File: src/design/startup_mode_cfg.svh
`ifndef STARTUP_MODE_CFG_SVH
`define STARTUP_MODE_CFG_SVH

// mode selection setting values
`define MSEL_ANY_0 4'h0
`define MSEL_PANEL 4'h1
`define MSEL_EXT_NET 4'h2
`define MSEL_COMB_1 4'h3
`define MSEL_COMB_2 4'h4
`define MSEL_RUN_SW 4'h6
`define MSEL_SW_EN 4'h7
`define MSEL_RESET 4'h0

// communication startup setting values
`define CSU_AS_MSEL 4'h0
`define CSU_NET 4'h1
`define CSU_NET_KEEP 4'h2
`define CSU_PNET 4'hA
`define CSU_PNET_KEEP 4'hC
`define CSU_RESET 4'h0

// restart coasting time value that disables automatic restart
`define COAST_NO_RESTART 14'h270F

`endif

File: src/design/startup_mode_pkg.sv
package startup_mode_pkg;

    // operating modes held in the mode state register
    typedef enum logic [1:0] {
        MODE_EXT,
        MODE_PU,
        MODE_NET,
        MODE_COMB
    } op_mode_t;

    // supervision phases around reset and supply outages
    typedef enum logic [1:0] {
        ST_INIT,
        ST_RUN,
        ST_OUTAGE
    } phase_t;

endpackage

File: src/design/mode_policy_if.sv
`timescale 1ns/100ps
interface mode_policy_if;
    logic [3:0] mode_sel;
    logic [3:0] startup_sel;
    logic switch_enable;
    startup_mode_pkg::op_mode_t boot_mode;
    logic fixed;
    logic allow_ext_net;
    logic allow_pu_net;
    logic allow_ext_pu;
    logic run_switch;
    logic restore_prev;

    modport decoder (
        input mode_sel, startup_sel, switch_enable,
        output boot_mode, fixed, allow_ext_net, allow_pu_net, allow_ext_pu,
        output run_switch, restore_prev
    );
    modport user (
        output mode_sel, startup_sel, switch_enable,
        input boot_mode, fixed, allow_ext_net, allow_pu_net, allow_ext_pu,
        input run_switch, restore_prev
    );
endinterface

File: src/design/startup_mode_decode.sv
`timescale 1ns/100ps
`include "startup_mode_cfg.svh"
module startup_mode_decode (
    mode_policy_if.decoder pol
);
    logic grp_pnet;
    logic start_net;

    // startup setting groups
    assign grp_pnet = (pol.startup_sel == `CSU_PNET) || (pol.startup_sel == `CSU_PNET_KEEP);
    assign start_net = (pol.startup_sel == `CSU_NET) || (pol.startup_sel == `CSU_NET_KEEP);
    assign pol.restore_prev = (pol.startup_sel == `CSU_NET_KEEP) ||
                              (pol.startup_sel == `CSU_PNET_KEEP);

    // boot mode and switching permissions per setting pair
    always_comb begin
        pol.boot_mode = startup_mode_pkg::MODE_EXT;
        pol.fixed = 1'b0;
        pol.allow_ext_net = 1'b0;
        pol.allow_pu_net = 1'b0;
        pol.allow_ext_pu = 1'b0;
        pol.run_switch = 1'b0;
        case (pol.mode_sel)
            `MSEL_PANEL: begin
                pol.boot_mode = startup_mode_pkg::MODE_PU;
                pol.fixed = 1'b1;
            end
            `MSEL_COMB_1, `MSEL_COMB_2: begin
                pol.boot_mode = startup_mode_pkg::MODE_COMB;
                pol.fixed = 1'b1;
            end
            `MSEL_SW_EN: begin
                if (!pol.switch_enable) begin
                    pol.fixed = 1'b1;
                end else begin
                    pol.allow_ext_net = 1'b1;
                    pol.allow_ext_pu = 1'b1;
                    if (start_net) begin
                        pol.boot_mode = startup_mode_pkg::MODE_NET;
                    end
                end
            end
            `MSEL_EXT_NET: begin
                if (grp_pnet) begin
                    pol.boot_mode = startup_mode_pkg::MODE_NET;
                    pol.fixed = 1'b1;
                end else begin
                    pol.allow_ext_net = 1'b1;
                    if (start_net) begin
                        pol.boot_mode = startup_mode_pkg::MODE_NET;
                    end
                end
            end
            `MSEL_ANY_0, `MSEL_RUN_SW: begin
                pol.run_switch = (pol.mode_sel == `MSEL_RUN_SW);
                if (grp_pnet) begin
                    pol.boot_mode = startup_mode_pkg::MODE_NET;
                    pol.allow_pu_net = 1'b1;
                end else begin
                    pol.allow_ext_net = 1'b1;
                    pol.allow_ext_pu = 1'b1;
                    if (start_net) begin
                        pol.boot_mode = startup_mode_pkg::MODE_NET;
                    end
                end
            end
            default: begin
                pol.fixed = 1'b1;
            end
        endcase
    end
endmodule

File: src/design/startup_mode_select.sv
`timescale 1ns/100ps
`include "startup_mode_cfg.svh"
// Notes on behaviour
// - compute startup mode at power on, restore, reset
// - accept listed setting values, both reset zero
// - sel0: external start, no panel-network direct
// - sel1: panel mode, locked
// - sel2: external start, external-network only
// - sel3/4: combined mode, no changes
// - sel6: switching allowed while running
// - sel7: enable off forces external
// - startup 1/2: network start, else as 0
// - startup 10/12 sel0: network, panel-network switching
// - startup 10/12: sel2 locked network, sel7 external
// - startup 10/12 sel6: panel-network switching while running
// - startup 2/12: restore pre-failure mode
// - startup 1/10: clear start command after restore
// - coast time not 9999: resume running
// - setting changes only while stopped
// - startup writes need group zero or option
// - priority: selection, enable, ext-net, panel-net, ext-panel
// - panel-network input: on panel, off network
// - external-network input: on network, off external
module startup_mode_select (
    input wire logic CORE_CLK_I,
    input wire logic RSTN_I,
    input wire logic [3:0] SETTING_DATA_I,
    input wire logic MODE_SEL_WR_I,
    input wire logic COMM_STARTUP_WR_I,
    input wire logic [7:0] USER_GROUP_READ_SETTING_I,
    input wire logic COMM_OPTION_FITTED_I,
    input wire logic [13:0] RESTART_COAST_TIME_SETTING_I,
    input wire logic MOTOR_RUNNING_I,
    input wire logic POWER_FAIL_I,
    input wire logic START_CMD_I,
    input wire logic SWITCH_ENABLE_INPUT_I,
    input wire logic EXTERNAL_NETWORK_SWITCH_ASSIGNED_I,
    input wire logic EXTERNAL_NETWORK_SWITCH_INPUT_I,
    input wire logic PANEL_NETWORK_SWITCH_ASSIGNED_I,
    input wire logic PANEL_NETWORK_SWITCH_INPUT_I,
    input wire logic EXTERNAL_PANEL_SWITCH_ASSIGNED_I,
    input wire logic EXTERNAL_PANEL_SWITCH_INPUT_I,
    input wire logic OPERATOR_PANEL_KEY_I,
    input wire logic MODE_REQ_I,
    input wire logic [1:0] MODE_REQ_VAL_I,
    output logic [1:0] MODE_O,
    output logic [3:0] MODE_SELECT_SETTING_O,
    output logic [3:0] COMM_STARTUP_SETTING_O,
    output logic START_CMD_O,
    output logic RESUME_RUN_O,
    output logic WR_REJECT_O,
    output logic REQ_REJECT_O
);
    mode_policy_if pol();

    logic [3:0] mode_sel_reg;
    logic [3:0] startup_reg;
    startup_mode_pkg::op_mode_t mode_reg;
    startup_mode_pkg::op_mode_t mode_next;
    startup_mode_pkg::phase_t phase_reg;
    logic ran_reg;
    logic block_reg;
    logic resume_reg;
    logic wr_rej_reg;
    logic req_rej_reg;
    logic req_rej_next;
    logic start_reg;
    logic restore_evt;
    logic fail_evt;
    logic may_switch;
    logic block_set;
    logic msel_ok;
    logic csu_ok;
    logic csu_wr_en;

    // legal mode selection values
    function automatic logic valid_msel(input logic [3:0] v);
        valid_msel = (v <= `MSEL_COMB_2) || (v == `MSEL_RUN_SW) || (v == `MSEL_SW_EN);
    endfunction

    // legal startup setting values
    function automatic logic valid_csu(input logic [3:0] v);
        valid_csu = (v == `CSU_AS_MSEL) || (v == `CSU_NET) || (v == `CSU_NET_KEEP) ||
                    (v == `CSU_PNET) || (v == `CSU_PNET_KEEP);
    endfunction

    // whether a move from one mode to another is allowed by the policy
    function automatic logic move_ok(
        input startup_mode_pkg::op_mode_t from,
        input startup_mode_pkg::op_mode_t to,
        input logic en_pn,
        input logic en_en,
        input logic en_ep
    );
        logic pn;
        logic en;
        logic ep;
        pn = ((from == startup_mode_pkg::MODE_PU) && (to == startup_mode_pkg::MODE_NET)) ||
             ((from == startup_mode_pkg::MODE_NET) && (to == startup_mode_pkg::MODE_PU));
        en = ((from == startup_mode_pkg::MODE_EXT) && (to == startup_mode_pkg::MODE_NET)) ||
             ((from == startup_mode_pkg::MODE_NET) && (to == startup_mode_pkg::MODE_EXT));
        ep = ((from == startup_mode_pkg::MODE_EXT) && (to == startup_mode_pkg::MODE_PU)) ||
             ((from == startup_mode_pkg::MODE_PU) && (to == startup_mode_pkg::MODE_EXT));
        move_ok = (from == to) || (pn && en_pn) || (en && en_en) || (ep && en_ep);
    endfunction

    assign pol.mode_sel = mode_sel_reg;
    assign pol.startup_sel = startup_reg;
    assign pol.switch_enable = SWITCH_ENABLE_INPUT_I;

    startup_mode_decode u_decode (
        .pol(pol)
    );

    // supply events and switching window
    assign fail_evt = (phase_reg == startup_mode_pkg::ST_RUN) && POWER_FAIL_I;
    assign restore_evt = (phase_reg == startup_mode_pkg::ST_OUTAGE) && !POWER_FAIL_I;
    assign may_switch = !MOTOR_RUNNING_I || pol.run_switch;
    assign msel_ok = valid_msel(SETTING_DATA_I);
    assign csu_ok = valid_csu(SETTING_DATA_I);
    assign csu_wr_en = (USER_GROUP_READ_SETTING_I == 8'h00) || COMM_OPTION_FITTED_I;

    // phase sequencing: init after reset, outage while supply is lost
    always_ff @(posedge CORE_CLK_I or negedge RSTN_I) begin
        if (!RSTN_I) begin
            phase_reg <= startup_mode_pkg::ST_INIT;
        end else begin
            case (phase_reg)
                startup_mode_pkg::ST_INIT: phase_reg <= startup_mode_pkg::ST_RUN;
                startup_mode_pkg::ST_RUN: begin
                    if (POWER_FAIL_I) begin
                        phase_reg <= startup_mode_pkg::ST_OUTAGE;
                    end
                end
                startup_mode_pkg::ST_OUTAGE: begin
                    if (!POWER_FAIL_I) begin
                        phase_reg <= startup_mode_pkg::ST_RUN;
                    end
                end
                default: phase_reg <= startup_mode_pkg::ST_INIT;
            endcase
        end
    end

    // setting storage, writes only while stopped
    always_ff @(posedge CORE_CLK_I or negedge RSTN_I) begin
        if (!RSTN_I) begin
            mode_sel_reg <= `MSEL_RESET;
            startup_reg <= `CSU_RESET;
            wr_rej_reg <= 1'b0;
        end else begin
            wr_rej_reg <= 1'b0;
            if (MODE_SEL_WR_I) begin
                if (!MOTOR_RUNNING_I && msel_ok) begin
                    mode_sel_reg <= SETTING_DATA_I;
                end else begin
                    wr_rej_reg <= 1'b1;
                end
            end
            if (COMM_STARTUP_WR_I) begin
                if (!MOTOR_RUNNING_I && csu_ok && csu_wr_en) begin
                    startup_reg <= SETTING_DATA_I;
                end else begin
                    wr_rej_reg <= 1'b1;
                end
            end
        end
    end

    // mode resolution in priority order
    always_comb begin
        mode_next = mode_reg;
        req_rej_next = 1'b0;
        if (pol.fixed) begin
            mode_next = pol.boot_mode;
        end else if (may_switch) begin
            if (EXTERNAL_NETWORK_SWITCH_ASSIGNED_I && pol.allow_ext_net) begin
                mode_next = EXTERNAL_NETWORK_SWITCH_INPUT_I ? startup_mode_pkg::MODE_NET :
                            startup_mode_pkg::MODE_EXT;
            end else if (PANEL_NETWORK_SWITCH_ASSIGNED_I && pol.allow_pu_net) begin
                mode_next = PANEL_NETWORK_SWITCH_INPUT_I ? startup_mode_pkg::MODE_PU :
                            startup_mode_pkg::MODE_NET;
            end else if (EXTERNAL_PANEL_SWITCH_ASSIGNED_I && pol.allow_ext_pu) begin
                mode_next = EXTERNAL_PANEL_SWITCH_INPUT_I ? startup_mode_pkg::MODE_EXT :
                            startup_mode_pkg::MODE_PU;
            end else if (OPERATOR_PANEL_KEY_I && pol.allow_pu_net) begin
                mode_next = (mode_reg == startup_mode_pkg::MODE_PU) ?
                            startup_mode_pkg::MODE_NET : startup_mode_pkg::MODE_PU;
            end else if (MODE_REQ_I) begin
                if (move_ok(mode_reg, startup_mode_pkg::op_mode_t'(MODE_REQ_VAL_I),
                            pol.allow_pu_net, pol.allow_ext_net, pol.allow_ext_pu)) begin
                    mode_next = startup_mode_pkg::op_mode_t'(MODE_REQ_VAL_I);
                end else begin
                    req_rej_next = 1'b1;
                end
            end
        end else if (MODE_REQ_I) begin
            req_rej_next = 1'b1;
        end
        if (pol.fixed && MODE_REQ_I && (MODE_REQ_VAL_I != 2'(pol.boot_mode))) begin
            req_rej_next = 1'b1;
        end
    end

    // mode state register
    always_ff @(posedge CORE_CLK_I or negedge RSTN_I) begin
        if (!RSTN_I) begin
            mode_reg <= startup_mode_pkg::MODE_EXT;
            req_rej_reg <= 1'b0;
        end else begin
            req_rej_reg <= 1'b0;
            case (phase_reg)
                startup_mode_pkg::ST_INIT: mode_reg <= pol.boot_mode;
                startup_mode_pkg::ST_OUTAGE: begin
                    if (!POWER_FAIL_I && !pol.restore_prev) begin
                        mode_reg <= pol.boot_mode;
                    end
                end
                startup_mode_pkg::ST_RUN: begin
                    if (!POWER_FAIL_I) begin
                        mode_reg <= mode_next;
                        req_rej_reg <= req_rej_next;
                    end
                end
                default: mode_reg <= startup_mode_pkg::MODE_EXT;
            endcase
        end
    end

    // start command clearing and automatic restart
    assign block_set = restore_evt && START_CMD_I &&
                       ((startup_reg == `CSU_NET) || (startup_reg == `CSU_PNET));
    always_ff @(posedge CORE_CLK_I or negedge RSTN_I) begin
        if (!RSTN_I) begin
            ran_reg <= 1'b0;
            block_reg <= 1'b0;
            resume_reg <= 1'b0;
            start_reg <= 1'b0;
        end else begin
            if (fail_evt) begin
                ran_reg <= MOTOR_RUNNING_I;
            end
            if (block_set) begin
                block_reg <= 1'b1;
            end else if (!START_CMD_I) begin
                block_reg <= 1'b0;
            end
            start_reg <= START_CMD_I && !POWER_FAIL_I && !block_reg && !block_set;
            resume_reg <= restore_evt && ran_reg &&
                          (RESTART_COAST_TIME_SETTING_I != `COAST_NO_RESTART);
        end
    end

    assign MODE_O = mode_reg;
    assign MODE_SELECT_SETTING_O = mode_sel_reg;
    assign COMM_STARTUP_SETTING_O = startup_reg;
    assign START_CMD_O = start_reg;
    assign RESUME_RUN_O = resume_reg;
    assign WR_REJECT_O = wr_rej_reg;
    assign REQ_REJECT_O = req_rej_reg;
endmodule

File: config.mk
export PLATFORM = sky130hd
export DESIGN_NAME = startup_mode_select
export DESIGN_NICKNAME = d
export VERILOG_FILES = /design/src/design/startup_mode_pkg.sv /design/src/design/mode_policy_if.sv /design/src/design/startup_mode_decode.sv /design/src/design/startup_mode_select.sv
export VERILOG_INCLUDE_DIRS = /design/src /design/src/design
export SDC_FILE = /design/constraint.sdc
export NUM_CORES = 1
export LEC_CHECK = 0
export CAP_MARGIN = 20
export CORE_MARGIN = 2
export CORE_UTILIZATION = 62
export DETAILED_ROUTE_END_ITERATION = 10
export DONT_BUFFER_PORTS = 1
export GPL_TIMING_DRIVEN = 0
export MAX_ROUTING_LAYER = met4
export PLACE_DENSITY = 0.79
export SYNTH_ARGS = -nofsm -noshare
export SYNTH_HDL_FRONTEND = slang
export SYNTH_SLANG_ARGS = --single-unit
File: constraint.sdc
create_clock -name CORE_CLK_I -period 2.5 [get_ports CORE_CLK_I]
set_input_delay 0.5 -clock CORE_CLK_I [delete_from_list [all_inputs] [get_ports CORE_CLK_I]]
set_output_delay 0.5 -clock CORE_CLK_I [all_outputs]
set_load 0.03 [all_outputs]
Word level (Yosys, flattened, before mapping)
Index checks and enable logic that the tools add are counted.

storage, ports and cells
  bits in registers = 18
  input bits = 45
  output and inout port bits = 14
  logic and storage cells = 157

operators by class
  order comparisons = 1
  equal/unequal tests = 33
  multiplexer cells = 49
  reductions and logical operators = 64

operator list
  cell                                                                      count
  2-bit two-way mux                                                         18
  1-bit logical AND                                                         28
  1-bit two-way mux                                                         25
  4-bit by 3-bit equality test with 1-bit output (second input constant)    5
  1-bit logical OR                                                          18
  4-bit by 2-bit equality test with 1-bit output (second input constant)    4
  4-bit equality test (second input constant)                               4
  14-bit inequality test (second input constant)                            1
  4-bit by 1-bit equality test with 1-bit output (second input constant)    3
  2-bit case mux with 3 select lines                                        2
  4-bit zero test                                                           2
  8-bit zero test                                                           1
  2-bit case mux with 4 select lines                                        1
  7-bit by 2-bit inequality test with 1-bit output (second input constant)  1
  7-bit by 3-bit inequality test with 1-bit output (second input constant)  1
  2-bit by 1-bit equality test with 1-bit output (second input constant)    3
  2-bit equality test (second input constant)                               3
  2-bit zero test                                                           3
  2-bit inequality test (second input constant)                             3
  2-bit AND reduction                                                       3
  1-bit zero test                                                           5
  5-bit AND reduction                                                       1
  4-bit by 3-bit <= comparator with 1-bit output (second input constant)    1
  2-bit by 1-bit inequality test with 1-bit output (second input constant)  2
  7 further kinds                                                           9

Longest topological paths before layout
Gate-level depths: netlist of the first run.

  depth after elaboration = 19
  gate-level depth with buffers = 8
  mapped depth without buffers = 7

Hierarchy
Synthesis of the first run repeated with hierarchy kept, for this count alone.

second synthesis, totals
  cell total of the unflattened synthesis = 144
  area, all modules = 1316.3 µm²

by module, submodules not included
  module               times used  cells an instance  area an instance (µm²)  sequential area each (µm²)
  startup_mode_select  1           115                1116.1                  450.4
  startup_mode_decode  1           29                 200.2                   0.0

Worst setup path after synthesis of the first run
No wires, ideal clock.

  kind = register -> register
  from = reg startup_reg[1], in the netlist COMM_STARTUP_SETTING_O[1]
  to = reg mode_reg[0], in the netlist MODE_O[0]
  setup time = 0.128 ns
  arrival time = 2.115 ns
  required time = 2.372 ns
  path slack = 0.258 ns
  cell stages (with the launch flop) = 9
  buffers on the path = 1
  period minus slack after synthesis = 2.242 ns
  path through = dfrtp_1 > buf_6 > xor2_2 > a211oi_2 > nor2_1 > o311ai_1 > o21ai_1 > a211oi_2 > mux2_1

on the way
  cells in the longest elaborated chain, start to end = 13
  elaborated cells between the ends (all ways) = 39
  those cells by class = eq/ne: 7; mux: 17; reduce/logical: 15

RTL lines
  item                                RTL line                                              RTL
  start: declaration                  startup_mode_select.sv:57                             logic [3:0] startup_reg;
  start signal: assignment            startup_mode_select.sv:149                            startup_reg <= `CSU_RESET;
  4-bit equality test (no line)       -
  1-bit logical OR                    startup_mode_decode.sv:10                             assign grp_pnet = (pol.startup_sel == `CSU_PNET) || (pol.startup_sel == `CSU_PNET_KEEP);
  1-bit two-way mux                   startup_mode_decode.sv:44, startup_mode_decode.sv:56
  1-bit two-way mux                   startup_mode_decode.sv:23                             case (pol.mode_sel)
  1-bit logical AND                   startup_mode_select.sv:186                            end else if (OPERATOR_PANEL_KEY_I && pol.allow_pu_net) begin
  2-bit two-way mux                   startup_mode_select.sv:186
  2-bit two-way mux                   startup_mode_select.sv:183                            end else if (EXTERNAL_PANEL_SWITCH_ASSIGNED_I && pol.allow_ext_pu) begin
  2-bit two-way mux                   startup_mode_select.sv:180                            end else if (PANEL_NETWORK_SWITCH_ASSIGNED_I && pol.allow_pu_net) begin
  2-bit two-way mux                   startup_mode_select.sv:177                            if (EXTERNAL_NETWORK_SWITCH_ASSIGNED_I && pol.allow_ext_net) begin
  2-bit two-way mux                   startup_mode_select.sv:176                            end else if (may_switch) begin
  2-bit two-way mux                   startup_mode_select.sv:174                            if (pol.fixed) begin
  2-bit two-way mux                   startup_mode_select.sv:220                            if (!POWER_FAIL_I) begin
  2-bit case mux with 3 select lines  startup_mode_select.sv:212                            case (phase_reg)
  end signal: assignment              startup_mode_select.sv:213                            startup_mode_pkg::ST_INIT: mode_reg <= pol.boot_mode;
  end signal: assignment              startup_mode_select.sv:216                            mode_reg <= pol.boot_mode;
  end signal: assignment              startup_mode_select.sv:221                            mode_reg <= mode_next;
  end: declaration                    startup_mode_select.sv:58                             startup_mode_pkg::op_mode_t mode_reg;

Several ways; a longest one is shown, not always the timed one. The select of a mux whose other input is x is not followed.
A chain may end at the register's enable or synchronous reset.

Worst setup path after layout of the first run
  from = reg mode_sel_reg[3], in the netlist MODE_SELECT_SETTING_O[3]
  to = reg mode_reg[0], in the netlist MODE_O[0]

on the way
  cells in the longest elaborated chain, start to end = 12
  elaborated cells between the ends (all ways) = 40
  those cells by class = eq/ne: 9; mux: 15; reduce/logical: 16

RTL lines
  item                                                                                      RTL line                    RTL
  start: declaration                                                                        startup_mode_select.sv:56   logic [3:0] mode_sel_reg;
  start signal: assignment                                                                  startup_mode_select.sv:148  mode_sel_reg <= `MSEL_RESET;
  4-bit by 3-bit equality test with 1-bit output / 4-bit zero test (equally long branches)  startup_mode_decode.sv:23
  2-bit OR reduction                                                                        startup_mode_decode.sv:23
  1-bit two-way mux                                                                         startup_mode_decode.sv:23
  1-bit logical AND                                                                         startup_mode_select.sv:186
  2-bit two-way mux                                                                         startup_mode_select.sv:186
  2-bit two-way mux                                                                         startup_mode_select.sv:183
  2-bit two-way mux                                                                         startup_mode_select.sv:180
  2-bit two-way mux                                                                         startup_mode_select.sv:177
  2-bit two-way mux                                                                         startup_mode_select.sv:176
  2-bit two-way mux                                                                         startup_mode_select.sv:174
  2-bit two-way mux                                                                         startup_mode_select.sv:220
  2-bit case mux with 3 select lines                                                        startup_mode_select.sv:212

Several ways; a longest one is shown, not always the timed one. The select of a mux whose other input is x is not followed.

==> results of run 1 <==
cell usage in the layout (no fill, tap or decap), types with 4 or more instances in the layout:
master    count
dfrtp_2       6
dfrtp_1      12
nor4_1        4
nand2b_1      6
nand2_1      10
nand3_1       6
nor2_1       14
inv_1         4
mux2_2        8
o21ai_0      10
a21oi_1       5
per-stage QoR:
| step | TNS (ns) | area [µm²] | cells | setup WS, ns |
|---|---|---|---|---|
| finish | 0 | 1433 | 176 | 0.1152 |
| global route | -0.02193 | 1433 | 176 | -0.01798 |
| CTS | 0 | 1411 | 176 | 0.02096 |
| detailed placement | 0 | 1365 | 171 | 0.03592 |
| global placement | 0 | 1365 | 171 | 0.07385 |
| floorplan | 0 | 1331 | 144 | 0.2576 |
what timing repair did:
action	in CTS	in global routing
endpoints found under the setup margin	0	2
hold buffers	1	0
hold endpoints to repair	18	0
gates resized for setup	0	9
final cells by class:
cell class / instances / area, µm²
tap: 27 / 33.78
clock buffer: 4 / 36.28
multi-input combinational: 120 / 860.8
timing repair buffer: 1 / 10.01
fill: 155 / 569.3
inverter: 4 / 15.01
buffer: 2 / 18.77
sequential: 18 / 457.9
power by group through the flow:
stage / Clock [mW] / Combinational, mW / Sequential (mW)
after floorplan: 0 / 0.411 / 0.521
after global placement: 0 / 0.463 / 0.543
after detailed placement: 0 / 0.477 / 0.547
after CTS: 0.188 / 0.488 / 0.541
after global routing: 0.200 / 0.552 / 0.560
final: 0.184 / 0.503 / 0.548
logic make-up (layout without fill, tap and decap cells):
group	Yosys count	count (layout)	share of synthesized area, %
AO/OA/AOI/OAI	39	39	21.05
XOR/XNOR	7	7	5.734
buffers and inverters	6	11	2.537
flip-flops	18	18	33.83
multiplexers	12	12	10.06
AND/OR/NAND/NOR	62	62	26.79
routing by layer:
layer  part of all wire (%)  global-route usage [%]  wire length (µm)  vias to the layer above
met4                   0.98                   7.207                30                        0
met3                    6.4                   3.274               195                        3
met1                     42                   32.56              1281                      562
met5                      0                       -                 0                        -
li1                       -                       -                 -                      550
met2                     51                   43.64              1547                       51
critical path, delay by kind of cell (launching register included):
kind / cells / cell delay, ns
mux: 1 / 0.35
simple gates: 2 / 0.41
compound gates: 4 / 0.94
flops: 1 / 0.56
worst max-delay path by stage:
stage | startpoint | to | slack (ns) | cells past startpoint
2_1_floorplan | COMM_STARTUP_SETTING_O[1]$_DFFE_PN0P_ | MODE_O[0]$_DFFE_PN0P_ | 0.26 | 8
3_3_place_gp | COMM_STARTUP_SETTING_O[1]$_DFFE_PN0P_ | MODE_O[0]$_DFFE_PN0P_ | 0.07 | 8
3_5_place_dp | COMM_STARTUP_SETTING_O[1]$_DFFE_PN0P_ | MODE_O[0]$_DFFE_PN0P_ | 0.04 | 8
4_1_cts | COMM_STARTUP_SETTING_O[1]$_DFFE_PN0P_ | MODE_O[0]$_DFFE_PN0P_ | 0.02 | 8
5_1_grt | MODE_SELECT_SETTING_O[3]$_DFFE_PN0P_ | MODE_O[0]$_DFFE_PN0P_ | -0.02 | 7
6_report | MODE_SELECT_SETTING_O[3]$_DFFE_PN0P_ | MODE_O[0]$_DFFE_PN0P_ | 0.12 | 7
==> flow_summary_export.csv, run 1 <==
group,metric,value,unit
run_status,status,"complete, no violations",
synthesis,synthArstFlopShare,100.0,%
clock_tree,root_buffer,"clkbuf_4",
synthesis,synth_top_cell_area_share,33.83,%
global_route,grt_pass1_wl,4919,µm
worst_hold_path,hold_end,"RESUME_RUN_O$_DFF_PN0_",
synthesis,synthDistinctLibCells,50,
routing,drt_iter0_drc,33,
power,pwr-share-clk,14.9,%
place,post-dp-hpwl,2307,µm
routing,drtPass1Iterations,4,
setup_path,slowest_stage,"dfrtp_1",
clock_tree,post_cts_buffers,0,
setup_path,crit_type,"reg -> reg",
finish,area_growth,7.612,%
global_route,gr-usage-all-layers,25.75,%
finish,antenna_cells,0,
synthesis,yosys_warnings,0,
synthesis,synth-edff-count,0,
worst_hold_path,hold_class,"in -> reg",
synthesis,synth_ff_type,"dfrtp_1",
setup_path,rrSetupSlack,0.12,ns
synthesis,avgSynthCellArea,9.245,µm²
place,numPortBuffers,0,
clock_tree,cts_buffers,3,
floorplanning,initial_core_util,66.50,%
routing,via_per_inst,6.625,
setup_path,critical-path-max-stage-delay,0.56,ns
synthesis,ys_ff_latch,18,
timing,finalHoldViolations,0,
global_route,grt-ovfl-total,0,
clock_tree,cts_max_level,1,
worst_hold_path,whs_path_depth,1,
global_route,grt_antenna_before_repair,0,
floorplanning,design.die.area,2534,µm²
synthesis,syn-num-nets,189,
setup_path,critPathMaxFanout,8,
finish,final_util,71.56,%
setup_path,reg2reg_from,"MODE_SELECT_SETTING_O[3]$_DFFE_PN0P_",
clock_tree,cts_tree,"yes",
finish,drive_gt1_share,22.82,%
floorplanning,core-area,2002,µm²
timing,fin_worst_skew,0.001488,ns
place,place.gp.congestion,0.8514,
setup_path,r2r_end,"MODE_O[0]$_DFFE_PN0P_",
timing,min_period,2.385,ns
floorplanning,rows,16,
timing,worstMarginPinSlew,0.8311,ns
timing,setup_violations,0,
power,power.leakage,0.5652,nW
timing,holdWs,0.2511,ns
synthesis,synth_area_leaders,"dfrtp_1, mux2_2, nor2_1",
routing,vias,1166,
routing,drc_errors,0,
global_route,grt_pass1_vias,1134,
finish,nets,195,
synthesis,syn_area,1331,µm²
run,maxCapViolCount,0,
routing,avgRoutedWirePerCell,17.35,µm
worst_hold_path,min_from,"POWER_FAIL_I",
global_route,grt_max_degree,19,
setup_path,crit_chain,"or2_4 -> a211oi_2 -> nor2_1 -> o311ai_2 -> o21ai_1 -> a211oi_2 -> mux2_1",
floorplanning,io_pins,59,
power,combPwrFrac,40.7,%
clock_tree,clkSinkCount,18,
routing,totalWireLength,3054,µm
clock_tree,path_clk_slew,0.10,ns
power,p_int,0.6867,mW
floorplanning,die_w,50.34,µm
clock_tree,clock_latency,0.30,ns
synthesis,post-synth-top-count-cell,"dfrtp_1",
timing,fin_crit_sh,95.39,%
routing,antenna_left,0,
synthesis,synthCells,144,
floorplanning,die_h,50.34,µm
power,ir_worst_vdd,0.6406,mV
setup_path,crit_top_cell,"a211oi_2",
power,power,1.235,mW
setup_path,arrival,2.58,ns
power,p_switching,0.5484,mW
setup_path,start_kind,"flip-flop",
setup_path,cp.required,2.69,ns
clock_tree,ctsLongestPathBuffers,2,
setup_path,rr_worst_depth,7,
timing,drv_slew,0,
synthesis,synth_top_area_cell,"dfrtp_1",
timing,slew_headroom,44.41,%
power,seqPwrFrac,44.4,%
power,p_sw_share,44.40,%
timing,max_freq,0.4193,GHz
synthesis,synth_common_cells,"dfrtp_1, nor2_1, nand2_1, o21ai_0, mux2_2",
synthesis,ys_seq_area_share,33.83,%
setup_path,critPathCaptureType,"flip-flop",
power,powerDensity,862.1,nW/µm²
Power figures use the tool's default switching activity.
==> run 2: changes to the inputs <==
==> constraint.sdc (replaced) <==
create_clock -name CORE_CLK_I -period 2.5 [get_ports CORE_CLK_I]
set_input_delay 0.125 -clock CORE_CLK_I [delete_from_list [all_inputs] [get_ports CORE_CLK_I]]
set_output_delay 0.125 -clock CORE_CLK_I [all_outputs]
set_load 0.03 [all_outputs]
==> flow_summary_export.csv, run 2 (same netlist as run 1, synthesis figures left out) <==
group,metric,value,unit
run_status,status,"finished, violations left",
run_status,violations,"hold timing",
global_route,grt_max_degree,19,
floorplanning,io_pins,59,
floorplanning,core-area,2002,µm²
setup_path,path_delay_family,"multiplexers",
clock_tree,clkSinkCount,18,
routing,drtPass1Iterations,7,
place,post-dp-hpwl,2307,µm
finish,mostFrequentLayoutCells,"nor2_1, dfrtp_1, nand2_1, o21ai_0, dlygate4sd3_1",
finish,drive_gt1_share,21.52,%
setup_path,arrival,2.60,ns
setup_path,cp.required,2.71,ns
timing,fin_crit_sh,95.59,%
setup_path,start_kind,"flip-flop",
finish,nFillCells,147,
global_route,grt_antenna_before_repair,0,
floorplanning,die_w,50.34,µm
floorplanning,design.die.area,2534,µm²
routing,antenna_left,0,
routing,via_per_inst,6.751,
routing,vias,1249,
finish,seq_area,457.9,µm²
clock_tree,cts_max_level,1,
routing,totalWireLength,3632,µm
global_route,gr-usage-all-layers,28.17,%
timing,holdWs,-0.001941,ns
finish,antenna_cells,0,
timing,fin_worst_skew,0.002869,ns
global_route,grt-ovfl-total,0,
floorplanning,rows,16,
power,power.leakage,0.6018,nW
worst_hold_path,hold_class,"in -> reg",
setup_path,crit_buf_inv,1,
floorplanning,initial_core_util,66.50,%
timing,max_freq,0.4185,GHz
clock_tree,root_buffer,"clkbuf_4",
clock_tree,cts_tree,"yes",
place,place.gp.congestion,0.8514,
run,maxCapViolCount,0,
floorplanning,die_h,50.34,µm
clock_tree,clock_latency,0.31,ns
timing,drv_slew,0,
setup_path,slowest_stage,"dfrtp_2",
setup_path,critical-path-max-stage-delay,0.49,ns
timing,slew_headroom,45.74,%
finish,nets,204,
routing,avgRoutedWirePerCell,19.63,µm
place,post-place-ws,0.03592,ns
setup_path,critPathCaptureType,"flip-flop",
setup_path,crit_top_cell,"mux2_1",
setup_path,crit_chain,"buf_4 -> xnor2_2 -> nor4_4 -> and2_1 -> mux2_1 -> a21oi_1 -> o41ai_1 -> mux2_1",
place,post_dp_cell_area,1365,µm²
clock_tree,cts_buffers,3,
routing,drc_errors,0,
timing,worstMarginPinSlew,0.8112,ns
timing,min_period,2.390,ns
finish,final_common_cell,"nor2_1",
finish,area_growth,14.38,%
power,powerDensity,835.2,nW/µm²
routing,drt_iter0_drc,36,
setup_path,crit_type,"reg -> reg",
timing,finalHoldViolations,1,
clock_tree,post_cts_buffers,0,
global_route,grt_pass1_wl,5278,µm
power,ir_worst_vdd,0.6626,mV
clock_tree,ctsLongestPathBuffers,2,
finish,finish.instance_area,1523,µm²
power,power,1.272,mW
finish,multi_input_area,860.8,µm²
timing,fin_ws,0.1103,ns
place,numPortBuffers,0,
setup_path,critPathMaxFanout,6,
global_route,grt_pass1_vias,1172,
clock_tree,path_clk_slew,0.11,ns
timing,setup_violations,0,
-- run 2: cell count changes in the layout (fill, tap and decap cells not counted) --
cell	delta
dlygate4sd3_1	+9
-- run 2: report_power, final --
group / leakage, nW / total (mW) / switching (mW) / internal, mW
Clock: 0.0210 / 0.192 / 0.102 / 0.0892
Sequential: 0.218 / 0.551 / 0.194 / 0.357
Combinational: 0.363 / 0.529 / 0.278 / 0.250
-- run 2: area by class of cell --
type                       instances  area share [%]
clock buffer                       4           2.383
inverter                           4          0.9860
tap                               27           2.219
sequential                        18           30.07
multi-input combinational        120           56.53
timing repair buffer              10           6.574
buffer                             2           1.233
-- run 2: worst register-to-register path, cell delays in order (launching register included) --
cell     delay, ns
dfrtp_2       0.49
buf_4         0.20
xnor2_2       0.18
nor4_4        0.34
and2_1        0.21
mux2_1        0.32
a21oi_1       0.15
o41ai_1       0.08
mux2_1        0.31
-- run 2: through the flow --
step	hold slack [ns]	cells	utilization [%]	setup TNS, ns
floorplan	-0.1706	144	-	0
detailed placement	-0.1703	171	68.19	0
CTS	0.003777	184	74.50	0
global route	0.01872	185	76.06	-0.05420
finish	-0.001941	185	76.06	0
global placement	-0.1703	171	68.19	0
-- run 2: path summary, 6_finish.rpt --
| check | from | slack [ns] | end | cells after the start |
|---|---|---|---|---|
| worst max-delay path | COMM_STARTUP_SETTING_O[2]$_DFFE_PN0P_ | 0.11 | MODE_O[0]$_DFFE_PN0P_ | 8 |
| worst min-delay path | POWER_FAIL_I | -0.002 | START_CMD_O$_DFF_PN0_ | 2 |
| worst max register to register | COMM_STARTUP_SETTING_O[2]$_DFFE_PN0P_ | 0.11 | MODE_O[0]$_DFFE_PN0P_ | 8 |
| worst min register to register | block_reg$_DFFE_PN0P_ | 0.45 | START_CMD_O$_DFF_PN0_ | 1 |
| max in group asynchronous | RSTN_I | 1.61 | COMM_STARTUP_SETTING_O[2]$_DFFE_PN0P_ | 1 |
| min in group asynchronous | RSTN_I | 0.33 | MODE_SELECT_SETTING_O[2]$_DFFE_PN0P_ | 1 |
-- run 2: timing repair --
action,4_1_cts,5_1_grt
endpoints found under the setup margin,0,2
hold buffers,9,1
gates resized for setup,0,9
endpoints found under the hold margin,31,2
-- run 2: metal layers --
metal  vias up  wire (µm)  global-route usage [%]
met5         -          0                       -
met4         0         93                   7.207
met3        16        283                   6.250
met2        76       1899                   47.59
met1       590       1355                   34.30
li1        567          -                       -
==> run 3: changes to the inputs <==
- CORE_ASPECT_RATIO: default -> 0.8
- REMOVE_ABC_BUFFERS: default -> 1
==> flow_summary_export.csv, run 3 (same netlist as run 1, synthesis figures left out) <==
group,metric,value,unit
finish,final_common_cell,"nor2_1",
finish,drive_gt1_share,20.13,%
global_route,met2_usage,50.24,%
worst_hold_path,min_from,"POWER_FAIL_I",
worst_hold_path,hold_class,"in -> reg",
timing,finalHoldViolations,1,
power,powerDensity,808.9,nW/µm²
power,power.leakage,0.5756,nW
run_status,status,"finished, violations left",
place,place.gp.congestion,0.8360,
setup_path,critPathMaxFanout,7,
setup_path,reg2reg_from,"MODE_O[0]$_DFFE_PN0P_",
routing,via_per_inst,6.820,
routing,drc_errors,0,
setup_path,start_kind,"flip-flop",
place,post-dp-hpwl,2321,µm
global_route,grt_max_degree,19,
timing,fin_crit_sh,94.77,%
timing,fin_ws,0.1307,ns
finish,finish.instance_area,1469,µm²
timing,setup_violations,0,
setup_path,rrSetupSlack,0.13,ns
timing,drv_slew,0,
routing,antenna_left,0,
timing,rsz0062_at_grt,"false",
routing,drt_iter0_drc,30,
routing,avgRoutedWirePerCell,17.69,µm
clock_tree,cts_buffers,3,
floorplanning,io_pins,59,
clock_tree,clock_latency,0.30,ns
global_route,grtUsageMet3,8.523,%
clock_tree,ctsLongestPathBuffers,2,
floorplanning,core-area,1944,µm²
finish,area_growth,10.34,%
floorplanning,rows,14,
global_route,top_usage_layer,"met2",
setup_path,cp-endpoint,"MODE_O[1]$_DFFE_PN0P_",
finish,nets,201,
timing,max_freq,0.4221,GHz
setup_path,r2r_end,"MODE_O[1]$_DFFE_PN0P_",
global_route,grt_pass1_vias,1182,
finish,mostFrequentLayoutCells,"nor2_1, dfrtp_1, nand2_1, o21ai_0, dlygate4sd3_1",
setup_path,worstSetupStartpoint,"MODE_O[0]$_DFFE_PN0P_",
clock_tree,path_clk_slew,0.10,ns
global_route,use_met1,30.92,%
setup_path,crit_type,"reg -> reg",
clock_tree,root_buffer,"clkbuf_4",
setup_path,arrival,2.56,ns
clock_tree,cts_tree,"yes",
power,ir_worst_vdd,0.6908,mV
timing,holdWs,-0.001130,ns
place,numPortBuffers,0,
timing,fin_worst_skew,0.001002,ns
place,post_dp_cell_area,1343,µm²
global_route,grt-ovfl-total,0,
setup_path,rr_worst_depth,7,
finish,nFillCells,146,
timing,min_period,2.369,ns
floorplanning,design.die.area,2536,µm²
setup_path,critPathCaptureType,"flip-flop",
place,post-place-ws,-0.01357,ns
setup_path,cp.required,2.69,ns
routing,vias,1214,
routing,drtPass1Iterations,4,
run,maxCapViolCount,0,
global_route,grt_antenna_before_repair,0,
floorplanning,die_w,55.81,µm
power,power,1.188,mW
floorplanning,initial_core_util,68.47,%
routing,totalWireLength,3149,µm
floorplanning,die_h,45.45,µm
global_route,gr-usage-all-layers,28.24,%
run_status,violations,"hold timing",
timing,worstMarginPinSlew,0.7940,ns
timing,slew_headroom,46.89,%
clock_tree,cts_max_level,1,
global_route,grt_pass1_wl,5257,µm
clock_tree,clkSinkCount,18,
finish,antenna_cells,0,
## run 3: stage by stage
stage | util [%] | TNS (ns) | instances
3_5_place_dp | 69.05 | -0.01357 | 166
2_1_floorplan | - | 0 | 142
4_1_cts | 74.90 | 0 | 178
5_1_grt | 75.55 | 0 | 178
3_3_place_gp | 69.05 | 0 | 166
6_report | 75.55 | 0 | 178
## run 3: power breakdown
group | internal, mW | switching [mW]
Combinational | 0.231 | 0.239
Sequential | 0.357 | 0.216
Clock | 0.0563 | 0.0903
## run 3: final cells by class
class	count	area (µm²)	share of cell area, %
Clock buffer	3	22.52	1.533
Multi-Input combinational cell	120	852.1	58.01
Sequential cell	18	459.2	31.26
Inverter	4	15.01	1.022
Timing Repair Buffer	9	90.09	6.133
Tap cell	24	30.03	2.044
## run 3: worst max-delay path, cell delays in order (launching register included)
cell and delay [ns]:
dfrtp_1 0.57, nor4bb_1 0.41, nand3_1 0.12, a31o_2 0.26, o311ai_1 0.10, o21ai_1 0.12, a211oi_2 0.32, mux2_1 0.36
## run 3: worst min path at each step
stage	slack, ns	cells past startpoint	end
final	-0.001	1	phase_reg[1]$_DFFE_PN0P_
after global routing	0.004	1	phase_reg[1]$_DFFE_PN0P_
after CTS	0.01	1	phase_reg[1]$_DFFE_PN0P_
after detailed placement	-0.17	0	phase_reg[0]$_DFFE_PN0P_
after global placement	-0.17	0	phase_reg[0]$_DFFE_PN0P_
after floorplan	-0.17	0	COMM_STARTUP_SETTING_O[0]$_DFFE_PN0P_
## run 3: metal layers
metal / routed length [µm] / up-vias / share of wire [%]
met5: 0 / - / 0
met3: 274 / 7 / 8.7
met1: 1362 / 580 / 43
met2: 1465 / 61 / 47
met4: 46 / 0 / 1.5
li1: - / 566 / -
## run 3: repair_timing
item / 4_1_cts / 5_1_grt
pin swaps: 0 / 0
buffers inserted: 0 / 0
endpoints found under the hold margin: 30 / 0
hold buffers: 9 / 0
gates resized for setup: 1 / 8
endpoints found under the setup margin: 2 / 2
